## config.mk

```make
export PLATFORM = sky130hd
export DESIGN_NAME = pmacs_regs
export DESIGN_NICKNAME = d
export VERILOG_FILES = /design/src/rtl/pmacs_pkg.sv /design/src/rtl/pmacs_sync.sv /design/src/rtl/pmacs_regs.sv
export VERILOG_INCLUDE_DIRS = /design/src /design/src/rtl
export SDC_FILE = /design/constraint.sdc
export NUM_CORES = 1
export LEC_CHECK = 0
export BUFFER_PORTS_ARGS = -buffer_cell sky130_fd_sc_hd__buf_2
export CAP_MARGIN = 30
export CORE_MARGIN = 2
export CORE_UTILIZATION = 50
export DETAILED_ROUTE_END_ITERATION = 10
export GPL_TIMING_DRIVEN = 1
export PLACE_DENSITY = 0.79
export SLEW_MARGIN = 10
export SYNTH_ARGS = -nofsm -noshare
export SYNTH_HDL_FRONTEND = slang
export SYNTH_SLANG_ARGS = --single-unit
```

## constraint.sdc

```tcl
create_clock -name clock_i -period 2.5 [get_ports clock_i]
set_input_delay 0.125 -clock clock_i [delete_from_list [all_inputs] [get_ports clock_i]]
set_output_delay 0.125 -clock clock_i [all_outputs]
set_load 0.1 [all_outputs]
```

## src/rtl/pmacs_defines.svh

```systemverilog
// Constants for the attachment-layer control and status register set.
`ifndef PMACS_DEFINES_SVH
`define PMACS_DEFINES_SVH

`define PMACS_MMD_ADDR 5'h01
`define PMACS_REG_CTRL1 16'h0000
`define PMACS_REG_STAT1 16'h0001
`define PMACS_REG_DEVS_LO 16'h0005
`define PMACS_REG_DEVS_HI 16'h0006

`define PMACS_CTRL1_RESET 16'h0000
`define PMACS_STAT1_RESET 16'h0002
`define PMACS_DEVS_LO_VAL 16'h008B
`define PMACS_DEVS_HI_VAL 16'hC000

`define PMACS_CTRL_SFT_RST_BIT 15
`define PMACS_CTRL_SFT_PD_BIT 11
`define PMACS_CTRL_LOOPBACK_BIT 0
`define PMACS_STAT_LINK_BIT 2
`define PMACS_STAT_PD_ABLE_BIT 1

`define PMACS_CLK_PERIOD_NS 10
`define PMACS_SOFT_RST_NS 2000
`define PMACS_SOFT_RST_CYCLES \
	((`PMACS_SOFT_RST_NS + `PMACS_CLK_PERIOD_NS - 1) / `PMACS_CLK_PERIOD_NS)
`define PMACS_SYNC_STAGES 2
`define PMACS_STRAP_SETTLE_CYCLES 3

`endif

```

## src/rtl/pmacs_pkg.sv

```systemverilog
// Types shared by the attachment-layer control and status register set.
`default_nettype none
package pmacs_pkg;

	typedef enum logic [1:0] {
		ST_STRAP_LOAD,
		ST_RUN,
		ST_SOFT_RESET
	} pmacs_state_e;

	typedef struct packed {
		pmacs_state_e state;
		logic [15:0] cnt;
		logic soft_rst;
		logic powerdown;
		logic loopback;
		logic link_ll;
		logic [15:0] rdata;
		logic rvalid;
	} pmacs_regs_s;

endpackage

`default_nettype wire

```

## src/rtl/pmacs_sync.sv

```systemverilog
// Multi-stage synchroniser for levels that arrive from outside the clock domain.
`timescale 1ns/1ps
`default_nettype none

module pmacs_sync #(
	parameter int unsigned WIDTH = 1,
	parameter int unsigned STAGES = 2
) (
	input wire logic clock_i, // System clock.
	input wire logic rst_n_i, // Asynchronous reset, active low.
	input wire logic [WIDTH-1:0] async_i, // Level from another domain.
	output logic [WIDTH-1:0] sync_o // Level after the last stage.
);

	typedef struct packed {
		logic [STAGES-1:0][WIDTH-1:0] stage;
	} pmacs_sync_s;

	pmacs_sync_s r_reg;
	pmacs_sync_s r_next;

	// Each stage only feeds the next; nothing else looks at the early stages.
	always_comb begin
		r_next.stage = {r_reg.stage[STAGES-2:0], async_i};
	end

	always_ff @(posedge clock_i or negedge rst_n_i) begin
		if (!rst_n_i) begin
			r_reg <= '0;
		end else begin
			r_reg <= r_next;
		end
	end

	assign sync_o = r_reg.stage[STAGES-1];

endmodule

`default_nettype wire

```

## src/rtl/pmacs_regs.sv

```systemverilog
// Attachment-layer control and status registers behind the management port.
`timescale 1ns/1ps
`default_nettype none
`include "pmacs_defines.svh"

module pmacs_regs #(
	parameter int unsigned SOFT_RST_CYCLES = `PMACS_SOFT_RST_CYCLES,
	parameter int unsigned SYNC_STAGES = `PMACS_SYNC_STAGES
) (
	input wire logic clock_i, // System clock, 100 MHz.
	input wire logic rst_n_i, // Chip reset, asynchronous, active low.
	input wire logic [4:0] mgmt_dev_addr_i, // Management device address.
	input wire logic [15:0] mgmt_reg_addr_i, // Register address in the device.
	input wire logic mgmt_wr_i, // Write strobe, one cycle.
	input wire logic mgmt_rd_i, // Read strobe, one cycle.
	input wire logic [15:0] mgmt_wdata_i, // Write data.
	input wire logic port_powerdown_strap_i, // Strap pin for power-down default.
	input wire logic link_up_i, // Current link state from the receiver.
	output logic [15:0] mgmt_rdata_o, // Read data.
	output logic mgmt_rvalid_o, // Read data valid, one cycle.
	output logic chip_soft_reset_o, // Chip reinitialisation in progress.
	output logic attach_soft_powerdown_o, // Low-power mode request.
	output logic attach_local_loopback_en_o // Local loopback enable.
);

	localparam pmacs_pkg::pmacs_regs_s RESET_STATE = '{
		state: pmacs_pkg::ST_STRAP_LOAD,
		cnt: 16'(`PMACS_STRAP_SETTLE_CYCLES - 1),
		soft_rst: 1'h0,
		powerdown: 1'h0,
		loopback: 1'h0,
		link_ll: 1'h0,
		rdata: 16'h0000,
		rvalid: 1'h0
	};

	// Bit-selects need a named constant, not a bare literal.
	localparam logic [15:0] CTRL_DEFAULT = `PMACS_CTRL1_RESET;

	pmacs_pkg::pmacs_regs_s r_reg;
	pmacs_pkg::pmacs_regs_s r_next;

	logic strap_sync;
	logic busy;
	logic link_now;
	logic rd_ctrl;
	logic rd_stat;
	logic rd_any;
	logic wr_ctrl;

	// Address decode shared by the read and the write paths.
	function automatic logic reg_hit(input logic [4:0] dev, input logic [15:0] ra,
			input logic [15:0] target);
		return (dev == `PMACS_MMD_ADDR) && (ra == target);
	endfunction

	// Read word for one register address; unmapped addresses read zero.
	function automatic logic [15:0] read_word(input logic [15:0] ra, input logic rst_busy,
			input logic pd, input logic lb, input logic link);
		logic [15:0] w;
		w = 16'h0000;
		unique case (ra)
			`PMACS_REG_CTRL1: begin
				w[`PMACS_CTRL_SFT_RST_BIT] = rst_busy;
				w[`PMACS_CTRL_SFT_PD_BIT] = pd;
				w[`PMACS_CTRL_LOOPBACK_BIT] = lb;
			end
			`PMACS_REG_STAT1: begin
				w = `PMACS_STAT1_RESET;
				w[`PMACS_STAT_LINK_BIT] = link;
			end
			`PMACS_REG_DEVS_LO: w = `PMACS_DEVS_LO_VAL;
			`PMACS_REG_DEVS_HI: w = `PMACS_DEVS_HI_VAL;
			default: w = 16'h0000;
		endcase
		return w;
	endfunction

	// The strap is a pin, so it passes two flip-flops before use.
	pmacs_sync #(
		.WIDTH(1),
		.STAGES(SYNC_STAGES)
	) u_strap_sync (
		.clock_i(clock_i),
		.rst_n_i(rst_n_i),
		.async_i(port_powerdown_strap_i),
		.sync_o(strap_sync)
	);

	assign busy = (r_reg.state != pmacs_pkg::ST_RUN);
	assign link_now = r_reg.link_ll && link_up_i;
	assign rd_any = mgmt_rd_i && (mgmt_dev_addr_i == `PMACS_MMD_ADDR);
	assign rd_ctrl = mgmt_rd_i && reg_hit(mgmt_dev_addr_i, mgmt_reg_addr_i, `PMACS_REG_CTRL1);
	assign rd_stat = mgmt_rd_i && reg_hit(mgmt_dev_addr_i, mgmt_reg_addr_i, `PMACS_REG_STAT1);
	assign wr_ctrl = mgmt_wr_i && reg_hit(mgmt_dev_addr_i, mgmt_reg_addr_i, `PMACS_REG_CTRL1);

	always_comb begin
		r_next = r_reg;
		r_next.rvalid = 1'h0;

		// Latched-low link: any drop clears it, a status read reloads it.
		r_next.link_ll = r_reg.link_ll && link_up_i;
		if (rd_stat) begin
			r_next.link_ll = link_up_i;
		end

		// Reads are answered in every state, power-down included.
		if (rd_any) begin
			r_next.rdata = read_word(mgmt_reg_addr_i, busy, r_reg.powerdown, r_reg.loopback,
				link_now);
			r_next.rvalid = 1'h1;
		end

		unique case (r_reg.state)
			pmacs_pkg::ST_STRAP_LOAD: begin
				// Wait for the strap synchroniser to fill before sampling it.
				if (r_reg.cnt == 16'h0000) begin
					r_next.powerdown = strap_sync;
					r_next.state = pmacs_pkg::ST_RUN;
				end else begin
					r_next.cnt = r_reg.cnt - 16'h0001;
				end
			end
			pmacs_pkg::ST_RUN: begin
				if (wr_ctrl) begin
					// Only the writable bits are stored; reserved bits are dropped.
					r_next.powerdown = mgmt_wdata_i[`PMACS_CTRL_SFT_PD_BIT];
					r_next.loopback = mgmt_wdata_i[`PMACS_CTRL_LOOPBACK_BIT];
					if (mgmt_wdata_i[`PMACS_CTRL_SFT_RST_BIT]) begin
						r_next.state = pmacs_pkg::ST_SOFT_RESET;
						r_next.soft_rst = 1'h1;
						r_next.cnt = 16'(SOFT_RST_CYCLES - 1);
					end
				end
			end
			pmacs_pkg::ST_SOFT_RESET: begin
				if (r_reg.cnt == 16'h0000) begin
					// End of reinitialisation: power-down back to the strap, loopback to its reset default.
					r_next.state = pmacs_pkg::ST_RUN;
					r_next.soft_rst = 1'h0;
					r_next.powerdown = strap_sync;
					r_next.loopback = CTRL_DEFAULT[`PMACS_CTRL_LOOPBACK_BIT];
					r_next.link_ll = 1'h0;
				end else begin
					r_next.cnt = r_reg.cnt - 16'h0001;
				end
			end
			default: r_next.state = pmacs_pkg::ST_STRAP_LOAD;
		endcase
	end

	always_ff @(posedge clock_i or negedge rst_n_i) begin
		if (!rst_n_i) begin
			r_reg <= RESET_STATE;
		end else begin
			r_reg <= r_next;
		end
	end

	assign mgmt_rdata_o = r_reg.rdata;
	assign mgmt_rvalid_o = r_reg.rvalid;
	assign chip_soft_reset_o = r_reg.soft_rst;
	assign attach_soft_powerdown_o = r_reg.powerdown;
	assign attach_local_loopback_en_o = r_reg.loopback;

	// Checks below watch only what this block drives.
	logic [15:0] hold_cnt;

	always_ff @(posedge clock_i or negedge rst_n_i) begin
		if (!rst_n_i) begin
			hold_cnt <= 16'h0000;
		end else if (chip_soft_reset_o) begin
			hold_cnt <= hold_cnt + 16'h0001;
		end else begin
			hold_cnt <= 16'h0000;
		end
	end
endmodule

`default_nettype wire

```

==> flow_summary.yaml, run 1 <==
run_status:
  status: "completed"
cts:
  clock-sinks: 32
  cts_tree: "built"
  clk_pin_slew_ps: 70
  post_cts_buffers: 0
  cts-root-buf: "clkbuf_8"
  clockBufferDepth: 2
  cts_buffers: 5
  cts-htree-levels: 2
  clkLatencyLatePin_ps: 290
global_routing:
  overflow: 0
  grt_use_total_pct: 22.2
  antenna_found_initial: 0
  grt_max_degree: 33
  first_global_vias: 1652
  grt_pass1_wl_um: 7200
pwr:
  netSwitchingFraction_pct: 23.0
  power_frac_clock_pct: 46.8
  p_seq_share_pct: 44.9
  combPwrFrac_pct: 8.4
  worst_ir_drop_vdd_uv: 301
  power_mw: 1.16
  powerDensity_mw_per_mm2: 517
  p_int_uw: 893
  p_leak_nw: 1.08
  switchingPower_uw: 267
floorplanning:
  num_io_pins: 63
  die_h_um: 65.6
  die_x_um: 65.6
  initial_core_util_pct: 51.7
  coreArea_mm2: 0.00366
  design.die.area_mm2: 0.00430
  fp-row-count: 22
flow_run:
  maxCapViolations: 0
timing:
  tightest_slew_ps: 696
  max_slew_margin_pct: 53.6
  fmax_ghz: 0.427
  hold_ws_ps: 77.5
  rsz0062_at_grt: "false"
  setup_tns_ps: 0
  drv_slew: 0
  period_minus_slack_ps: 2340
  worst_slack_ps: 158
  final-setup-viol-count: 0
  fin_crit_sh_pct: 93.7
  fin_skew_ps: 9.33
  final_hold_viol_count: 0
synthesis:
  synth_ff_type: "dfrtp_1"
  synth_most_common_cell: "dfrtp_1"
  synth_cell_types: 46
  ys_seq_elements: 32
  synthCells: 203
  yosys-top-cells-area: "dfrtp_1 (41%), buf_4 (6.3%), o31ai_1 (4.0%)"
  yosys.area.top_type: "dfrtp_1"
  async_reset_ff_share_pct: 100
  yosysSeqAreaShare_pct: 42.3
  synth_commonest_cells: "dfrtp_1 (31), buf_4 (16), nand2_1 (15), a21oi_1 (11), nor3_1 (11)"
  ys_warn_count: 0
  syn_area_mm2: 0.00189
  avgSynthCellArea_um2: 9.33
  synth_top_area_share_pct: 41.0
  synth_edf_count: 0
drt:
  drt_iter0_drc: 85
  first_pass_iters: 4
  post_drt_wl_per_cell_um: 14.6
  drc: 0
  ant_nets: 0
  vias: 1742
  routed_wl_um: 4300
  via_per_inst: 5.93
layout:
  utilization_pct: 61.3
  synthToLayoutAreaGrowth_pct: 18.4
  layout-drive-gt1-share_pct: 27.6
  fin_nets: 293
  design_area_mm2: 0.00224
  largest_reg_flops: 19
  fillCellCount: 311
  instances_no_fill: 294
  antenna_cells: 0
placed_design:
  port_buffers: 41
  placed_cells: 284
  dpl_cell_area_mm2: 0.00210
  post-dp-hpwl_um: 3150
  post-place-ws_ps: 165
  gp_congestion: 0.888
worst_setup_path:
  crit_required_ps: 2680
  crit_arrival_ps: 2520
  start_kind: "register"
  crit_fanout: 9
  crit_type: "reg -> reg"
  endpoint_kind: "register"
min_path:
  hp-class: "in -> reg"
==> worst paths after layout <==
| check | slack (ps) | cells after the start | endpoint | startpoint |
|---|---|---|---|---|
| min reg2reg | 350 | 0 | u_strap_sync.sync_o | u_strap_sync.r_next[1] |
| max in group asynchronous | 1630 | 2 | r_reg[23] | rst_n_i |
| min | 80 | 2 | attach_local_loopback_en_o | mgmt_wdata_i[0] |
| max reg2reg | 160 | 7 | r_reg[35] | r_reg[22] |
| min in group asynchronous | 420 | 2 | r_reg[36] | rst_n_i |
| max | 160 | 7 | r_reg[35] | r_reg[22] |
==> per-layer routing <==
metal	wire length, µm	GRT usage, %
met2	2070	36.0
met3	339	6.68
met5	0	0
met1	1820	25.9
met4	68	13.0
==> layout by cell type (no fill, tap or decap), types with 3 or more instances in the layout <==
master    count
inv_1         9
dfrtp_1      31
a22o_1        3
nand2_1      15
or2_2         3
o41ai_1       4
buf_2        41
a31oi_1       8
o31ai_1      10
ha_1          5
a21oi_1      11
nand3_1       7
nor3_1       11
buf_4         8
nor4_1        8
clkbuf_8      7
conb_1        8
nand3b_1      3
nor2_1        9
o21ai_0       8
==> power groups by stage <==
stage | Combinational (mW) | Sequential (mW) | Clock, mW
after detailed placement | 0.0956 | 0.530 | 0
final | 0.0971 | 0.520 | 0.542
after floorplan | 0.0687 | 0.531 | 0
after global placement | 0.0943 | 0.530 | 0
after global routing | 0.104 | 0.520 | 0.581
after CTS | 0.0982 | 0.520 | 0.552
==> logic make-up (layout without fill, tap and decap cells) <==
kind of cell | after synthesis | in the layout | share of synthesized area (%)
adders and majority gates | 5 | 5 | 3.30
DFF | 32 | 32 | 42.3
buffers and inverters | 32 | 68 | 9.64
AOI/OAI and AO/OA | 59 | 59 | 22.6
and+or+nand+nor | 73 | 73 | 21.3
muxes | 1 | 1 | 0.594
other | 1 | 8 | 0.198
==> final cells by class <==
class | count | area [µm²] | area share [%]
Multi-Input combinational cell | 146 | 936 | 41.7
Sequential cell | 32 | 802 | 35.8
Timing Repair Buffer | 51 | 285 | 12.7
Clock buffer | 7 | 96.3 | 4.29
Tap cell | 48 | 60.1 | 2.68
Inverter | 9 | 33.8 | 1.51
Clock inverter | 1 | 30.0 | 1.34
==> critical path, cell delays in order, from the launching register on <==
cell	delay (ps)
dfstp_2	530
inv_1	70
ha_1	170
nor4b_1	160
nand4_1	190
and2_0	330
nand3_1	370
o41ai_1	420
==> repair_timing <==
item	4_1_cts	5_1_grt
endpoints found under the hold margin	32	0
gates resized for setup	0	0
hold buffers	2	0
Power figures use the tool's default switching activity.
==> run 2, diff against run 1 <==
--- a/config.mk
+++ b/config.mk
@@ -6,13 +6,13 @@
 export SDC_FILE = /design/constraint.sdc
 export NUM_CORES = 1
 export LEC_CHECK = 0
-export BUFFER_PORTS_ARGS = -buffer_cell sky130_fd_sc_hd__buf_2
-export CAP_MARGIN = 30
+export CAP_MARGIN = 40
 export CORE_MARGIN = 2
-export CORE_UTILIZATION = 50
+export CORE_UTILIZATION = 60
 export DETAILED_ROUTE_END_ITERATION = 10
+export DONT_BUFFER_PORTS = 1
 export GPL_TIMING_DRIVEN = 1
-export PLACE_DENSITY = 0.79
+export PLACE_DENSITY = 0.83
 export SLEW_MARGIN = 10
 export SYNTH_ARGS = -nofsm -noshare
 export SYNTH_HDL_FRONTEND = slang
==> run 2 against run 1 <==
Setup slack lost 16 ps; clock power shrank 46%; largest cell class unchanged; clock-buffer cell count is the same; total power shrank 23%; global-route usage grew 7.9 points; largest power group is now sequential cells; worst hold slack lost 25 ps.
==> flow_summary.yaml, run 2 (synthesis results as in run 1) <==
run_status:
  status: "completed"
timing:
  drv_slew: 0
  rsz0062_at_grt: "false"
  fin_crit_sh_pct: 94.3
  fmax_ghz: 0.424
  fin_skew_ps: 22.5
  period_minus_slack_ps: 2360
  max_slew_margin_pct: 39.8
  final_hold_viol_count: 0
  final-setup-viol-count: 0
  hold_ws_ps: 52.9
  tightest_slew_ps: 903
  setup_tns_ps: 0
worst_setup_path:
  crit_required_ps: 2720
  critical-path-slowest-cell: "or3b_2"
  endpoint_kind: "register"
  crit_chain: "inv_1, ha_1, or3b_2, or4_4, o21a_1, o31ai_2, o41ai_1"
  max_stage_delay_ps: 510
  crit_arrival_ps: 2580
  crit_type: "reg -> reg"
  start_kind: "register"
  crit_fanout: 5
min_path:
  hp-class: "in -> reg"
pwr:
  power_uw: 897
  p_leak_nw: 0.963
  p_seq_share_pct: 58.1
  worst_ir_drop_vdd_uv: 267
  combPwrFrac_pct: 9.1
  netSwitchingFraction_pct: 28.5
  power_frac_clock_pct: 32.8
  powerDensity_mw_per_mm2: 412
  switchingPower_uw: 256
  p_int_uw: 641
global_routing:
  antenna_found_initial: 0
  grt_max_degree: 33
  first_global_vias: 1670
  grt_use_total_pct: 30.1
  overflow: 0
  grt_pass1_wl_um: 7870
floorplanning:
  initial_core_util_pct: 62.6
  die_x_um: 60.2
  coreArea_mm2: 0.00303
  design.die.area_mm2: 0.00362
  fp-row-count: 20
  die_h_um: 60.2
  num_io_pins: 63
cts:
  post_cts_buffers: 0
  cts-root-buf: "clkbuf_4"
  clkLatencyLatePin_ps: 360
  clockBufferDepth: 2
  cts_tree: "built"
  cts-htree-levels: 2
  clk_pin_slew_ps: 120
  cts_buffers: 5
  clock-sinks: 32
placed_design:
  post-dp-hpwl_um: 3500
  gp_congestion: 0.880
  port_buffers: 0
layout:
  fin_nets: 268
  synthToLayoutAreaGrowth_pct: 14.8
  layout_commonest_cell: "dfrtp_1"
  fillCellCount: 226
  largest_reg_flops: 19
  layout-drive-gt1-share_pct: 16.7
  antenna_cells: 0
  mostFrequentLayoutCells: "dfrtp_1 (30), nand2_1 (15), buf_4 (12)"
drt:
  via_per_inst: 6.55
  vias: 1737
  ant_nets: 0
  post_drt_wl_per_cell_um: 19.1
  drt_iter0_drc: 150
  first_pass_iters: 4
  drc: 0
  routed_wl_um: 5070
flow_run:
  maxCapViolations: 0
[run 2: routing by layer]
metal	up-vias	routed length (µm)	share of wire, %	track usage, %
met2	102	2670	53	51.6
li1	786	-	-	-
met4	0	95	1.9	13.3
met1	834	1920	38	34.2
met5	-	0	0	0
met3	15	387	7.6	9.31
[run 2: worst max-delay path, delay by kind of cell, from the launching register on]
kind / cells / cell delay [ps]
simple gates: 2 / 980
flops: 1 / 430
buf+inv: 1 / 100
compound gates: 3 / 480
fa+ha+maj: 1 / 230
[run 2: metrics by stage]
step           util, %  instances  worst slack, ps  area, µm²
2_1_floorplan        -        210              382       1920
3_3_place_gp      63.3        243              257       1920
3_5_place_dp      65.4        247             93.6       1980
4_1_cts           69.4        261             80.5       2100
5_1_grt           71.8        265             29.6       2170
6_report          71.8        265              142       2170
[run 2: area by class of cell]
class / instances / area [µm²] / area share, %
clock buffer: 7 / 45.0 / 2.07
inverter: 9 / 33.8 / 1.55
multi-input combinational: 146 / 947 / 43.6
clock inverter: 1 / 5.00 / 0.230
timing repair buffer: 26 / 285 / 13.1
sequential: 32 / 803 / 36.9
tap: 44 / 55.1 / 2.53
[run 2: final timing paths]
kind / start / endpoint / slack (ps) / cells past startpoint
min reg2reg: u_strap_sync.r_next[1] / u_strap_sync.sync_o / 360 / 0
max in group asynchronous: rst_n_i / r_reg[22] / 2040 / 2
min: mgmt_reg_addr_i[2] / r_reg[17] / 50 / 2
max: r_reg[21] / r_reg[33] / 140 / 7
max reg2reg: r_reg[21] / r_reg[33] / 140 / 7
min in group asynchronous: rst_n_i / attach_local_loopback_en_o / 200 / 2
[run 2: power groups by stage]
stage                     Sequential, mW  Clock, mW  Combinational, mW
final                              0.521      0.294             0.0818
after global routing               0.521      0.320             0.0860
after CTS                          0.521      0.298             0.0810
after detailed placement           0.531          0             0.0601
after global placement             0.531          0             0.0597
after floorplan                    0.531          0             0.0687
[run 2: repair_timing]
action,4_1_cts,5_1_grt
endpoints found under the setup margin,0,10
resized for setup,0,3
hold endpoints to repair,38,0
hold buffers,6,0
==> run 3, diff against run 2 <==
--- a/config.mk
+++ b/config.mk
@@ -6,13 +6,13 @@
 export SDC_FILE = /design/constraint.sdc
 export NUM_CORES = 1
 export LEC_CHECK = 0
-export CAP_MARGIN = 40
+export BUFFER_PORTS_ARGS = -buffer_cell sky130_fd_sc_hd__buf_2
+export CAP_MARGIN = 25
 export CORE_MARGIN = 2
-export CORE_UTILIZATION = 60
+export CORE_UTILIZATION = 50
 export DETAILED_ROUTE_END_ITERATION = 10
-export DONT_BUFFER_PORTS = 1
 export GPL_TIMING_DRIVEN = 1
-export PLACE_DENSITY = 0.83
+export PLACE_DENSITY = 0.86
 export SLEW_MARGIN = 10
 export SYNTH_ARGS = -nofsm -noshare
 export SYNTH_HDL_FRONTEND = slang
==> run 3 against run 2 <==
Sequential power is essentially flat; setup slack gained 85 ps; total power grew 9.6%; utilization shrank 12 points; non-clock buffer count grew 26; cell count grew 11%; highest routed layer unchanged.
==> flow_summary.yaml, run 3 (synthesis results as in run 1) <==
layout:
  mostFrequentLayoutCells: "buf_2 (41), dfrtp_1 (31), nand2_1 (15)"
  register_area_um2: 802
  fin_nets: 294
  layout_commonest_cell: "buf_2"
  antenna_cells: 0
  layout-drive-gt1-share_pct: 27.2
  fillCellCount: 325
  largest_reg_flops: 19
  multi_input_area_um2: 936
  synthToLayoutAreaGrowth_pct: 16.2
floorplanning:
  num_io_pins: 63
  initial_core_util_pct: 51.7
  die_h_um: 65.6
  design.die.area_mm2: 0.00430
  coreArea_mm2: 0.00366
  die_x_um: 65.6
  fp-row-count: 22
timing:
  hold_ws_ps: 82.3
  final-setup-viol-count: 0
  rsz0062_at_grt: "false"
  final_hold_viol_count: 0
  max_slew_margin_pct: 53.0
  setup_tns_ps: 0
  drv_slew: 0
  tightest_slew_ps: 705
  fin_skew_ps: 3.37
  fin_crit_sh_pct: 90.9
  fmax_ghz: 0.440
  period_minus_slack_ps: 2270
pwr:
  worst_ir_drop_vdd_uv: 270
  combPwrFrac_pct: 9.9
  p_seq_share_pct: 53.0
  p_leak_nw: 1.06
  switchingPower_uw: 253
  powerDensity_mw_per_mm2: 446
  netSwitchingFraction_pct: 25.7
  power_frac_clock_pct: 37.2
  p_int_uw: 730
  power_uw: 983
cts:
  cts-root-buf: "clkbuf_8"
  cts_tree: "built"
  cts_buffers: 5
  clk_pin_slew_ps: 60
  clockBufferDepth: 2
  clock-sinks: 32
  cts-htree-levels: 2
  clkLatencyLatePin_ps: 280
global_routing:
  overflow: 0
  grt_max_degree: 33
  first_global_vias: 1626
  antenna_found_initial: 0
  grt_use_total_pct: 21.3
  grt_util_met1_pct: 25.2
  busiest_layer: "met2"
  met3_usage_pct: 6.51
  met2_usage_pct: 36.1
  grt_pass1_wl_um: 7020
drt:
  ant_nets: 0
  post_drt_wl_per_cell_um: 14.5
  first_pass_iters: 4
  routed_wl_um: 4250
  drt_iter0_drc: 126
  via_per_inst: 5.79
  drc: 0
  vias: 1702
worst_setup_path:
  endpoint_kind: "register"
  crit_fanout: 5
  critPathBufInv: 1
  crit_start: "r_reg[21]"
  max_stage_delay_ps: 480
  crit_required_ps: 2660
  crit_chain: "inv_1, ha_1, or3b_2, or4_4, o21a_1, o31ai_2, o41ai_1"
  crit_family: "simple AND/OR/NAND/NOR gates"
  critical-path-slowest-cell: "or3b_2"
  start_kind: "register"
  crit_type: "reg -> reg"
  reg2reg_from: "r_reg[21]"
  crit_arrival_ps: 2430
flow_run:
  maxCapViolations: 0
placed_design:
  port_buffers: 41
  gp_congestion: 0.891
  post-dp-hpwl_um: 3140
min_path:
  hp-start: "link_up_i"
  hp-class: "in -> reg"
run_status:
  status: "completed"
run 3: cell count changes in the layout (fill, tap and decap cells not counted), moves of 4 or more:
cell      previous run  this run
buf_2                0        41
clkbuf_4             5         0
clkbuf_8             0         5
buf_16               4         0
run 3: metrics by stage:
stage	util (%)	area, µm²	cells	worst slack [ps]
floorplan	-	1920	210	382
global placement	57.5	2100	285	283
detailed placement	57.5	2100	285	251
CTS	60.2	2200	294	235
global route	60.2	2200	294	48.9
finish	60.2	2200	294	228
run 3: cell type report:
class,count,share of cell area [%]
clock inverters,1,0.227
multi-input cells,146,42.5
inverters,9,1.53
flip-flops and latches,32,36.4
repair buffers,52,13.3
well taps,48,2.73
clock buffers,6,3.30
run 3: worst reg2reg max path, cell delays in order (launching register included):
cell and delay, ps:
dfrtp_1 420, inv_1 100, ha_1 210, or3b_2 480, or4_4 470, o21a_1 200
o31ai_2 170, o41ai_1 100
run 3: metal layers:
metal  vias up  routed length (µm)
met5         -                   0
met4         0                  43
met3         6                 260
met2        53                2130
met1       815                1820
li1        828                   -
run 3: final timing paths:
kind,endpoint,slack (ps),cells after the start
min in group asynchronous,mgmt_rdata_o[14],430,2
worst min-delay path,r_reg[17],80,2
worst max-delay path,r_reg[33],230,7
max in group asynchronous,r_reg[24],1610,2
worst max register to register,r_reg[33],230,7
worst min register to register,u_strap_sync.sync_o,350,0
run 3: power by group through the flow:
stage                     registers [mW]  logic, mW  clock network, mW
final                              0.521     0.0969              0.366
after global routing               0.520      0.103              0.393
after CTS                          0.521     0.0976              0.373
after detailed placement           0.530     0.0949                  0
after global placement             0.530     0.0939                  0
after floorplan                    0.531     0.0687                  0
run 3: timing repair:
item	4_1_cts	5_1_grt
setup buffers	0	0
gates resized for setup	0	0
endpoints found under the hold margin	32	0
hold buffers	2	0
